[config.mk]
export PLATFORM = sky130hd
export DESIGN_NAME = io_register_space_decoder
export DESIGN_NICKNAME = d
export VERILOG_FILES = /design/src/verilog/io_space_pkg.sv /design/src/verilog/io_register_space_decoder.sv
export SDC_FILE = /design/constraint.sdc
export NUM_CORES = 2
export LEC_CHECK = 0
export BUFFER_PORTS_ARGS = -buffer_cell sky130_fd_sc_hd__buf_2
export CAP_MARGIN = 20
export CORE_ASPECT_RATIO = 1.1
export CORE_UTILIZATION = 55
export DETAILED_ROUTE_END_ITERATION = 6
export PLACE_DENSITY_LB_ADDON = 0.15
export SYNTH_ARGS = -nofsm -noshare
export SYNTH_HDL_FRONTEND = slang
export SYNTH_SLANG_ARGS = --single-unit
[constraint.sdc]
create_clock -name mclk -period 2.89 [get_ports mclk]
set_input_delay 0.289 -clock mclk [delete_from_list [all_inputs] [get_ports mclk]]
set_output_delay 0.289 -clock mclk [all_outputs]
set_load 0.03 [all_outputs]
[src/verilog/io_space_pkg.sv]
// Constants and types shared by the I/O register space decoder.
package io_space_pkg;

  localparam int        IO_SPAN       = 64;
  localparam int        EXT_DEPTH     = 160;
  localparam logic [7:0] DATA_IO_BASE = 8'h20;
  localparam logic [7:0] DATA_IO_TOP  = 8'h5F;
  localparam logic [7:0] EXT_BASE     = 8'h60;
  localparam logic [7:0] RESET_BYTE   = 8'h00;

  localparam logic [5:0] OFF_PORT_B_INPUT_LEVEL     = 6'h03;
  localparam logic [5:0] OFF_DIRB     = 6'h04;
  localparam logic [5:0] OFF_OUTB     = 6'h05;
  localparam logic [5:0] OFF_PORT_C_INPUT_LEVEL     = 6'h06;
  localparam logic [5:0] OFF_DIRC     = 6'h07;
  localparam logic [5:0] OFF_OUTC     = 6'h08;
  localparam logic [5:0] OFF_PORT_D_INPUT_LEVEL     = 6'h09;
  localparam logic [5:0] OFF_DIRD     = 6'h0A;
  localparam logic [5:0] OFF_OUTD     = 6'h0B;
  localparam logic [5:0] OFF_PORT_E_INPUT_LEVEL     = 6'h0C;
  localparam logic [5:0] OFF_DIRE     = 6'h0D;
  localparam logic [5:0] OFF_OUTE     = 6'h0E;
  localparam logic [5:0] OFF_T8FLAG   = 6'h15;
  localparam logic [5:0] OFF_T16FLAG  = 6'h16;
  localparam logic [5:0] OFF_SCR1     = 6'h19;
  localparam logic [5:0] OFF_SCR2     = 6'h1A;
  localparam logic [5:0] OFF_SCR3     = 6'h1B;
  localparam logic [5:0] OFF_EXTFLAG  = 6'h1C;
  localparam logic [5:0] OFF_EXTMASK  = 6'h1D;
  localparam logic [5:0] OFF_SCR0     = 6'h1E;
  localparam logic [5:0] OFF_NVCTRL   = 6'h1F;
  localparam logic [5:0] OFF_NVDATA   = 6'h20;
  localparam logic [5:0] OFF_NVADRL   = 6'h21;
  localparam logic [5:0] OFF_NVADRH   = 6'h22;
  localparam logic [5:0] OFF_TGLOB    = 6'h23;
  localparam logic [5:0] OFF_T8CTLA   = 6'h24;
  localparam logic [5:0] OFF_T8CTLB   = 6'h25;
  localparam logic [5:0] OFF_T8CNT    = 6'h26;
  localparam logic [5:0] OFF_T8MA     = 6'h27;
  localparam logic [5:0] OFF_T8MB     = 6'h28;
  localparam logic [5:0] OFF_PLL      = 6'h29;
  localparam logic [5:0] OFF_SPCTL    = 6'h2C;
  localparam logic [5:0] OFF_SPSTAT   = 6'h2D;
  localparam logic [5:0] OFF_SPDATA   = 6'h2E;
  localparam logic [5:0] OFF_CMP      = 6'h30;
  localparam logic [5:0] OFF_MONDATA  = 6'h31;
  localparam logic [5:0] OFF_MONCTL   = 6'h32;
  localparam logic [5:0] OFF_SLEEP    = 6'h33;
  localparam logic [5:0] OFF_RSTCAUSE = 6'h34;
  localparam logic [5:0] OFF_MISC     = 6'h35;
  localparam logic [5:0] BIT_TOP      = 6'h1F;

  localparam logic [7:0] MASK_FULL    = 8'hFF;
  localparam logic [7:0] MASK_PORT_E_OUTPUT   = 8'h07;
  localparam logic [7:0] MASK_T8FLAG  = 8'h07;
  localparam logic [7:0] MASK_T16FLAG = 8'h27;
  localparam logic [7:0] MASK_LOW4    = 8'h0F;
  localparam logic [7:0] MASK_TGLOB   = 8'hC1;
  localparam logic [7:0] MASK_T8CTLA  = 8'hF3;
  localparam logic [7:0] MASK_T8CTLB  = 8'hCF;
  localparam logic [7:0] MASK_PLL     = 8'h07;
  localparam logic [7:0] MASK_SPSTAT  = 8'hC1;
  localparam logic [7:0] MASK_CMP     = 8'hF7;
  localparam logic [7:0] MASK_MISC    = 8'h93;

  typedef enum logic [3:0] {
    OP_SET      = 4'h1,
    OP_CLEAR    = 4'h2,
    OP_SKIP_SET = 4'h4,
    OP_SKIP_CLR = 4'h8
  } bit_op_type;

endpackage

[src/verilog/io_register_space_decoder.sv]
// I/O register space: short-form, single-bit and data-space access paths.
//
// Behaviour
// - Short-form I/O reaches 0x00-0x3F; data space sees them at +0x20.
// - Set and clear bit work only on I/O addresses 0x00-0x1F.
// - Skip-if-set and skip-if-clear test one bit in that low range.
// - Writing one clears a status flag unless a hardware event sets it in the same cycle; writing zero leaves it alone.
// - Bit set or clear touches only the addressed bit, nothing else.
// - Extended range 0x60-0xFF is reached only by data-space loads, stores.
// - Short-form address selects exactly 64 locations.
`timescale 1ns/1ps

module io_register_space_decoder (
  input  wire logic                     mclk,
  input  wire logic                     arst_n,
  input  wire logic                     ioReq,
  input  wire logic                     ioWrite,
  input  wire logic [5:0]               ioAddr,
  input  wire logic [7:0]               ioWdata,
  input  wire logic                     bitReq,
  input  wire io_space_pkg::bit_op_type bitOp,
  input  wire logic [4:0]               bitAddr,
  input  wire logic [2:0]               bitSel,
  input  wire logic                     memReq,
  input  wire logic                     memWrite,
  input  wire logic [7:0]               memAddr,
  input  wire logic [7:0]               memWdata,
  input  wire logic [7:0]               portBPins,
  input  wire logic [7:0]               portCPins,
  input  wire logic [7:0]               portDPins,
  input  wire logic [7:0]               portEPins,
  input  wire logic [2:0]               timer8FlagSet,
  input  wire logic [7:0]               timer16FlagSet,
  input  wire logic [3:0]               extIrqFlagSet,
  output logic      [7:0]               rdData_r,
  output logic                          rdValid_r,
  output logic                          testValid_r,
  output logic                          testSkip_r,
  output logic      [7:0]               portBOut,
  output logic      [7:0]               portBDir,
  output logic      [7:0]               portCOut,
  output logic      [7:0]               portCDir,
  output logic      [7:0]               portDOut,
  output logic      [7:0]               portDDir,
  output logic      [7:0]               portEOut,
  output logic      [7:0]               portEDir
);
  import io_space_pkg::*;

  logic [7:0] ioMem_r   [0:IO_SPAN-1];
  logic [7:0] ioMem_nxt [0:IO_SPAN-1];
  logic [7:0] extMem_r  [0:EXT_DEPTH-1];

  logic       ioWe;
  logic [5:0] ioWa;
  logic [7:0] ioWd;
  logic [7:0] ioWm;
  logic       extWe;
  logic [7:0] extIdx;
  logic       rdHit;
  logic [7:0] rdVal;
  logic       memIo;
  logic       memExt;
  logic [5:0] memIoAddr;
  logic [7:0] bitView;
  logic       bitHit;

  // Bits that hold state; everything else except the pin registers is reserved and reads zero.
  function automatic logic [7:0] implMask(input logic [5:0] a);
    case (a)
      OFF_DIRB, OFF_OUTB, OFF_DIRC, OFF_OUTC,
      OFF_DIRD, OFF_OUTD,
      OFF_SCR0, OFF_SCR1, OFF_SCR2, OFF_SCR3,
      OFF_NVDATA, OFF_NVADRL, OFF_T8CNT, OFF_T8MA, OFF_T8MB,
      OFF_SPCTL, OFF_SPDATA, OFF_MONDATA, OFF_MONCTL:
        implMask = MASK_FULL;
      OFF_DIRE, OFF_OUTE:   implMask = MASK_PORT_E_OUTPUT;
      OFF_T8FLAG:           implMask = MASK_T8FLAG;
      OFF_T16FLAG:          implMask = MASK_T16FLAG;
      OFF_EXTFLAG, OFF_EXTMASK, OFF_NVCTRL, OFF_NVADRH,
      OFF_SLEEP, OFF_RSTCAUSE:
        implMask = MASK_LOW4;
      OFF_TGLOB:            implMask = MASK_TGLOB;
      OFF_T8CTLA:           implMask = MASK_T8CTLA;
      OFF_T8CTLB:           implMask = MASK_T8CTLB;
      OFF_PLL:              implMask = MASK_PLL;
      OFF_SPSTAT:           implMask = MASK_SPSTAT;
      OFF_CMP:              implMask = MASK_CMP;
      OFF_MISC:             implMask = MASK_MISC;
      default:              implMask = 8'h00;
    endcase
  endfunction

  // Status flags that software clears by writing one.
  function automatic logic [7:0] w1cMask(input logic [5:0] a);
    case (a)
      OFF_T8FLAG:  w1cMask = MASK_T8FLAG;
      OFF_T16FLAG: w1cMask = MASK_T16FLAG;
      OFF_EXTFLAG: w1cMask = MASK_LOW4;
      default:     w1cMask = 8'h00;
    endcase
  endfunction

  // Event bits raised by the peripherals into the flag registers.
  function automatic logic [7:0] hwSet(input logic [5:0] a);
    case (a)
      OFF_T8FLAG:  hwSet = {5'h00, timer8FlagSet} & MASK_T8FLAG;
      OFF_T16FLAG: hwSet = timer16FlagSet & MASK_T16FLAG;
      OFF_EXTFLAG: hwSet = {4'h0, extIrqFlagSet};
      default:     hwSet = 8'h00;
    endcase
  endfunction

  // Read view of one I/O location; pin registers show the live inputs.
  function automatic logic [7:0] readIo(input logic [5:0] a);
    case (a)
      OFF_PORT_B_INPUT_LEVEL: readIo = portBPins;
      OFF_PORT_C_INPUT_LEVEL: readIo = portCPins;
      OFF_PORT_D_INPUT_LEVEL: readIo = portDPins;
      OFF_PORT_E_INPUT_LEVEL: readIo = portEPins & MASK_PORT_E_OUTPUT;
      default:  readIo = ioMem_r[a] & implMask(a);
    endcase
  endfunction

  // Byte and bit seen by the skip tests; a process rather than an assign so
  // that a change of a stored byte or a pin re-evaluates the view.
  always_comb begin
    bitView = readIo({1'b0, bitAddr});
    bitHit  = bitView[bitSel];
  end

  // Merge a masked write into a stored byte.
  function automatic logic [7:0] applyWrite(input logic [7:0] old,
                                            input logic [7:0] wd,
                                            input logic [7:0] wm,
                                            input logic [5:0] a);
    logic [7:0] rw;
    logic [7:0] wc;
    rw = wm & implMask(a) & ~w1cMask(a);
    wc = wm & w1cMask(a);
    applyWrite = ((old & ~rw) | (wd & rw)) & ~(wd & wc);
  endfunction

  // Data-space decode: the core's own register file sits below the mirror.
  always_comb begin
    memIo     = (memAddr >= DATA_IO_BASE) && (memAddr <= DATA_IO_TOP);
    memExt    = (memAddr >= EXT_BASE);
    memIoAddr = 6'(memAddr - DATA_IO_BASE);
  end

  // One access per cycle; short-form I/O wins over bit ops over data space.
  always_comb begin
    ioWe   = 1'b0;
    ioWa   = 6'h00;
    ioWd   = 8'h00;
    ioWm   = 8'h00;
    extWe  = 1'b0;
    extIdx = 8'(memAddr - EXT_BASE);
    rdHit  = 1'b0;
    rdVal  = 8'h00;
    if (ioReq) begin
      // A six-bit field can never name the extended range.
      ioWa  = ioAddr;
      ioWe  = ioWrite;
      ioWd  = ioWdata;
      ioWm  = MASK_FULL;
      rdHit = !ioWrite;
      rdVal = readIo(ioAddr);
    end else if (bitReq) begin
      ioWa = {1'b0, bitAddr};
      ioWe = (bitOp == OP_SET) || (bitOp == OP_CLEAR);
      ioWm = 8'h01 << bitSel;
      ioWd = (bitOp == OP_SET) ? MASK_FULL : 8'h00;
    end else if (memReq) begin
      if (memIo) begin
        ioWa  = memIoAddr;
        ioWe  = memWrite;
        ioWd  = memWdata;
        ioWm  = MASK_FULL;
        rdHit = !memWrite;
        rdVal = readIo(memIoAddr);
      end else if (memExt) begin
        extWe = memWrite;
        rdHit = !memWrite;
        rdVal = extMem_r[extIdx];
      end else begin
        rdHit = !memWrite;
      end
    end
  end

  // Hardware events are merged after the write so that set beats clear.
  always_comb begin
    for (int i = 0; i < IO_SPAN; i++) begin
      ioMem_nxt[i] = ioMem_r[i];
      if (ioWe && (ioWa == 6'(i))) begin
        ioMem_nxt[i] = applyWrite(ioMem_r[i], ioWd, ioWm, 6'(i));
      end
      ioMem_nxt[i] = ioMem_nxt[i] | hwSet(6'(i));
    end
  end

  always_ff @(posedge mclk or negedge arst_n) begin
    if (!arst_n) begin
      for (int i = 0; i < IO_SPAN; i++) begin
        ioMem_r[i] <= RESET_BYTE;
      end
    end else begin
      for (int i = 0; i < IO_SPAN; i++) begin
        ioMem_r[i] <= ioMem_nxt[i];
      end
    end
  end

  always_ff @(posedge mclk or negedge arst_n) begin
    if (!arst_n) begin
      for (int i = 0; i < EXT_DEPTH; i++) begin
        extMem_r[i] <= RESET_BYTE;
      end
    end else if (extWe) begin
      extMem_r[extIdx] <= memWdata;
    end
  end

  always_ff @(posedge mclk or negedge arst_n) begin
    if (!arst_n) begin
      rdData_r  <= 8'h00;
      rdValid_r <= 1'b0;
    end else begin
      rdValid_r <= rdHit;
      rdData_r  <= rdHit ? rdVal : 8'h00;
    end
  end

  // Bit tests read the same view as a byte read of that location.
  always_ff @(posedge mclk or negedge arst_n) begin
    if (!arst_n) begin
      testValid_r <= 1'b0;
      testSkip_r  <= 1'b0;
    end else begin
      testValid_r <= !ioReq && bitReq &&
                     ((bitOp == OP_SKIP_SET) || (bitOp == OP_SKIP_CLR));
      testSkip_r  <= !ioReq && bitReq &&
                     (((bitOp == OP_SKIP_SET) && bitHit) ||
                      ((bitOp == OP_SKIP_CLR) && !bitHit));
    end
  end

  assign portBDir = ioMem_r[OFF_DIRB];
  assign portBOut = ioMem_r[OFF_OUTB];
  assign portCDir = ioMem_r[OFF_DIRC];
  assign portCOut = ioMem_r[OFF_OUTC];
  assign portDDir = ioMem_r[OFF_DIRD];
  assign portDOut = ioMem_r[OFF_OUTD];
  assign portEDir = ioMem_r[OFF_DIRE];
  assign portEOut = ioMem_r[OFF_OUTE];

  logic noHwSet;
  assign noHwSet = (timer8FlagSet == 3'h0) && (timer16FlagSet == 8'h00) &&
                   (extIrqFlagSet == 4'h0);

  a_io_read_answer: assert property (
    @(posedge mclk) disable iff (!arst_n)
    (ioReq && !ioWrite) |=> rdValid_r && (rdData_r == $past(rdVal)))
    else $error("short-form read answer wrong");

  a_mirror_write: assert property (
    @(posedge mclk) disable iff (!arst_n)
    (!ioReq && !bitReq && memReq && memWrite && memIo &&
     (w1cMask(memIoAddr) == 8'h00))
    |=> ((ioMem_r[$past(memIoAddr)] ^ $past(memWdata))
         & implMask($past(memIoAddr))) == 8'h00)
    else $error("data-space mirror write lost");

  a_bit_single: assert property (
    @(posedge mclk) disable iff (!arst_n)
    (!ioReq && bitReq && noHwSet &&
     ((bitOp == OP_SET) || (bitOp == OP_CLEAR)))
    |=> ((ioMem_r[$past(bitAddr)] ^ $past(ioMem_r[bitAddr]))
         & ~(8'h01 << $past(bitSel))) == 8'h00)
    else $error("bit operation touched other bits");

  a_bit_set_rw: assert property (
    @(posedge mclk) disable iff (!arst_n)
    (!ioReq && bitReq && (bitOp == OP_SET) &&
     (implMask({1'b0, bitAddr}) & ~w1cMask({1'b0, bitAddr}) &
      (8'h01 << bitSel)) != 8'h00)
    |=> ioMem_r[$past(bitAddr)][$past(bitSel)])
    else $error("set bit did not set");

  a_skip_result: assert property (
    @(posedge mclk) disable iff (!arst_n)
    (!ioReq && bitReq && (bitOp == OP_SKIP_CLR))
    |=> testValid_r &&
        (testSkip_r == !$past(bitHit)))
    else $error("skip-if-clear result wrong");

  a_w1c_clear: assert property (
    @(posedge mclk) disable iff (!arst_n)
    (ioReq && ioWrite && noHwSet)
    |=> (ioMem_r[$past(ioAddr)] & $past(ioWdata) &
         w1cMask($past(ioAddr))) == 8'h00)
    else $error("flag not cleared by one");

  a_flag_set_wins: assert property (
    @(posedge mclk) disable iff (!arst_n)
    (extIrqFlagSet != 4'h0) |=>
    (ioMem_r[OFF_EXTFLAG][3:0] & $past(extIrqFlagSet)) ==
    $past(extIrqFlagSet))
    else $error("flag event lost");

  a_ext_only_mem: assert property (
    @(posedge mclk) disable iff (!arst_n)
    extWe |-> (!ioReq && !bitReq && memReq && (memAddr >= EXT_BASE)))
    else $error("extended range reached wrongly");

  a_reserved_zero: assert property (
    @(posedge mclk) disable iff (!arst_n)
    (ioReq && !ioWrite && (implMask(ioAddr) == 8'h00) &&
     (ioAddr != OFF_PORT_B_INPUT_LEVEL) && (ioAddr != OFF_PORT_C_INPUT_LEVEL) &&
     (ioAddr != OFF_PORT_D_INPUT_LEVEL) && (ioAddr != OFF_PORT_E_INPUT_LEVEL))
    |=> rdValid_r && (rdData_r == 8'h00))
    else $error("reserved location not zero");

  // Flag bits are left out: a clear-bit operation does nothing to them.
  a_bit_clear_rw: assert property (
    @(posedge mclk) disable iff (!arst_n)
    (!ioReq && bitReq && noHwSet && (bitOp == OP_CLEAR) &&
     (w1cMask({1'b0, bitAddr}) == 8'h00))
    |=> !ioMem_r[$past(bitAddr)][$past(bitSel)])
    else $error("clear bit did not clear");

  a_bit_upper_kept: assert property (
    @(posedge mclk) disable iff (!arst_n)
    (!ioReq && bitReq)
    |=> ioMem_r[{1'b1, $past(bitAddr)}] == $past(ioMem_r[{1'b1, bitAddr}]))
    else $error("bit operation reached upper range");

  a_skip_set: assert property (
    @(posedge mclk) disable iff (!arst_n)
    (!ioReq && bitReq && (bitOp == OP_SKIP_SET))
    |=> testValid_r && (testSkip_r == $past(bitHit)))
    else $error("skip-if-set result wrong");

  a_test_only_skip: assert property (
    @(posedge mclk) disable iff (!arst_n)
    testValid_r |-> $past(!ioReq && bitReq &&
                          ((bitOp == OP_SKIP_SET) ||
                           (bitOp == OP_SKIP_CLR))))
    else $error("bit test answer without request");

  a_test_quiet: assert property (
    @(posedge mclk) disable iff (!arst_n)
    !testValid_r |-> !testSkip_r)
    else $error("skip result outside its answer");

  a_read_quiet: assert property (
    @(posedge mclk) disable iff (!arst_n)
    !rdValid_r |-> (rdData_r == 8'h00))
    else $error("read data outside its answer");

  a_low_mem_zero: assert property (
    @(posedge mclk) disable iff (!arst_n)
    (!ioReq && !bitReq && memReq && !memWrite && (memAddr < DATA_IO_BASE))
    |=> rdValid_r && (rdData_r == 8'h00))
    else $error("load below mirror not zero");

  a_reserved_write: assert property (
    @(posedge mclk) disable iff (!arst_n)
    (ioReq && ioWrite && (implMask(ioAddr) == 8'h00))
    |=> ioMem_r[$past(ioAddr)] == 8'h00)
    else $error("reserved location took a write");

  a_ext_store: assert property (
    @(posedge mclk) disable iff (!arst_n)
    (!ioReq && !bitReq && memReq && memWrite && (memAddr >= EXT_BASE))
    |=> extMem_r[$past(memAddr - EXT_BASE)] == $past(memWdata))
    else $error("extended store lost");

endmodule

==> impl_metrics.ini <==
[sta]
fin_hold_ws_ns = 0.0205
slew_headroom_pct = 22.7
slew_violations = 0
fin_setup_tns_ns = -0.0860
fin_worst_skew_ns = 0.0296
rsz0062_at_grt = no
fmax_mhz = 340
worstMarginPinSlew_ns = 1.16
period_needed_ns = 2.94
setup_slack_ns = -0.0482
setup_viol = 3
finalCritPeriodShare_pct = 102
final-hold-violation-count = 0

[logic_synthesis]
synth_cells = 5345
synth_common_cells = mux2_2 (1516), dfrtp_1 (1512), mux4_2 (418)
synth-compound-area-share_pct = 4.45
synth.largest_area_cell = dfrtp_1
synth_area_leaders = dfrtp_1 (50%), mux2_2 (23%), mux4_2 (13%)
netlist_area_um2 = 75200
avgSynthCellArea_um2 = 14.1
muxShareOfSynthArea_pct = 36.9
synth_top_area_share_pct = 50.3
yosysWarnings = 0
yosysSeqAreaShare_pct = 50.3
synthAdderAreaFrac_pct = 0.266
synth_xor_area_share_pct = 0.0349
yosys.area_share.simple_pct = 4.76
synth_ff_type = dfrtp_1
synth_most_common_cell = mux2_2
async_flop_share_pct = 100
synth_edf_count = 0
synth-seq-cells = 1512
ys_types = 83
synth_top_family_by_area = multiplexers

[outcome]
violations = negative setup slack
outcome = complete, but fails checks

[global_route]
grt_util_all_layers_pct = 36.8
antenna_found_initial = 8
overflow = 0
grt_max_degree = 141
grt_pass1_wl_mm = 369
grt_pass1_vias = 53300

[die]
dieWidth_um = 355
ios = 171
fp.coreArea_um2 = 135000
die_h_um = 390
rows = 141
start_util_pct = 55.7
die_area_um2 = 138000

[layout]
postLayoutCoreUtil_pct = 67.3
layout.area.seq_um2 = 37800
fillers = 9655
nets = 6146
layoutNonFillerInstCount = 7952
syn_to_final_growth_pct = 20.8
drive_gt1_share_pct = 52.7
multi_input_area_um2 = 35000
fin_area_um2 = 90800

[placement]
dpl_worst_slack_ns = -0.520
place_congestion = 1.11
io_buffers = 151
dp_hpwl_mm = 177
dp_cells = 7641
dpl_cell_area_um2 = 85200

[routing]
wirelength_mm = 250
postRouteAntennaNets = 0
drtIter0Drc = 4450
post_drt_wl_per_cell_um = 31.5
routed_via_density = 6.45
first_pass_iters = 7
vias = 51300
drc = 0

[clock_tree]
cts.sinks = 1512
holdBufCountCts = 22
clk_latency_ns = 0.82
cts_setup_buffers = 0
ctsHtreeMaxLevel = 4
clock_path_buffers = 3
cts-root-buf = clkbuf_16
cts_tree = yes
cts-resized-gates = 0
clk_pin_slew_ns = 0.06
numCtsBuffers = 156

[critical_path]
crit_path_top_delay_cell = dlygate4sd3_1
crit_buf_inv = 6
cp_common_cell = buf_4
path_delay_family = buffers and inverters
start_kind = primary input
end_kind = flop
crit_fanout = 4
critPathKind = in2reg
cp.required_ns = 3.57
cp_cell_sequence = dlygate4sd3_1, buf_2, nor2_1, a32oi_1, buf_4, buf_4, o32ai_2, buf_4, nor2b_1, nand2_1, nor2_1, buf_4, nand2_1, mux2_2
worstPathArrival_ns = 3.62
critPathMaxStageDelay_ns = 0.55

[power]
ir_drop_v = 0.000672
p_per_area_nw_per_um2 = 527
leakage_nw = 44.1
total_power_mw = 47.8

[job]
maxCapViolCount = 0

[worst_hold_path]
hold_class = in2async
cell type report:
type | count | share of cell area, %
Sequential cell | 1512 | 41.7
Multi-Input combinational cell | 3350 | 38.6
Timing Repair Buffer | 992 | 11.2
Clock buffer | 231 | 5.06
Tap cell | 1787 | 2.46
Clock inverter | 54 | 0.883
Inverter | 22 | 0.102
Antenna cell | 4 | 0.0110
worst paths after layout:
check | startpoint | endpoint | slack, ns | depth (start not counted)
max in group asynchronous | arst_n | extMem_r[603]$_DFFE_PN0P_ | 1.70 | 4
hold reg to reg | extMem_r[383]$_DFFE_PN0P_ | extMem_r[383]$_DFFE_PN0P_ | 0.50 | 1
hold / removal | arst_n | extMem_r[1004]$_DFFE_PN0P_ | 0.02 | 2
setup reg to reg | flop | rdData_r[7]$_DFF_PN0_ | -0.01 | 10
min in group mclk | memWdata[6] | extMem_r[366]$_DFFE_PN0P_ | 0.02 | 2
setup / recovery | bitOp[3] | flop | -0.05 | 14
layer usage:
metal  track usage, %  up-vias  routed length [um]
li1                 -    21400                   -
met1             47.3    27200               97800
met2             58.1     2018              118000
met3             7.16      701               16500
met4             22.6        6               17500
met5                0        -                  43
cell usage in the layout (no fill, tap or decap), drive strengths merged, types with 8 or more instances in the layout:
cell / instances
mux2: 1529
dfrtp: 1512
buf: 970
mux4: 418
nand2: 384
clkbuf: 231
nor2: 158
a21oi: 122
mux2i: 113
o21ai: 106
nand3: 56
a22oi: 47
nor3: 41
clkinv: 38
a221oi: 37
nor2b: 26
inv: 25
o22ai: 22
dlygate4sd3: 22
and3: 22
nand2b: 20
a31oi: 18
ha: 16
bufinv: 13
a22o: 12
a21o: 12
nor4: 11
a222oi: 11
o211ai: 10
a221o: 10
conb: 10
and2: 10
a2bb2oi: 10
a32oi: 9
nor3b: 8
kinds of logic after synthesis:
logic type	count (synthesis)
AOI/OAI and AO/OA	498
xor gates and xnor gates	3
adders and majority gates	16
buffers and inverters	492
DFF	1512
muxes	2060
other	1
and+or+nand+nor	763
power breakdown:
part | total, mW | leakage, nW | switching, mW | internal [mW]
logic | 4.86 | 20.4 | 3.01 | 1.85
registers | 21.9 | 21.0 | 0.347 | 21.5
clock network | 21.1 | 2.66 | 8.79 | 12.3
total | 47.8 | 44.1 | 12.1 | 35.7
Note: power is estimated with default switching activity, not from simulation.
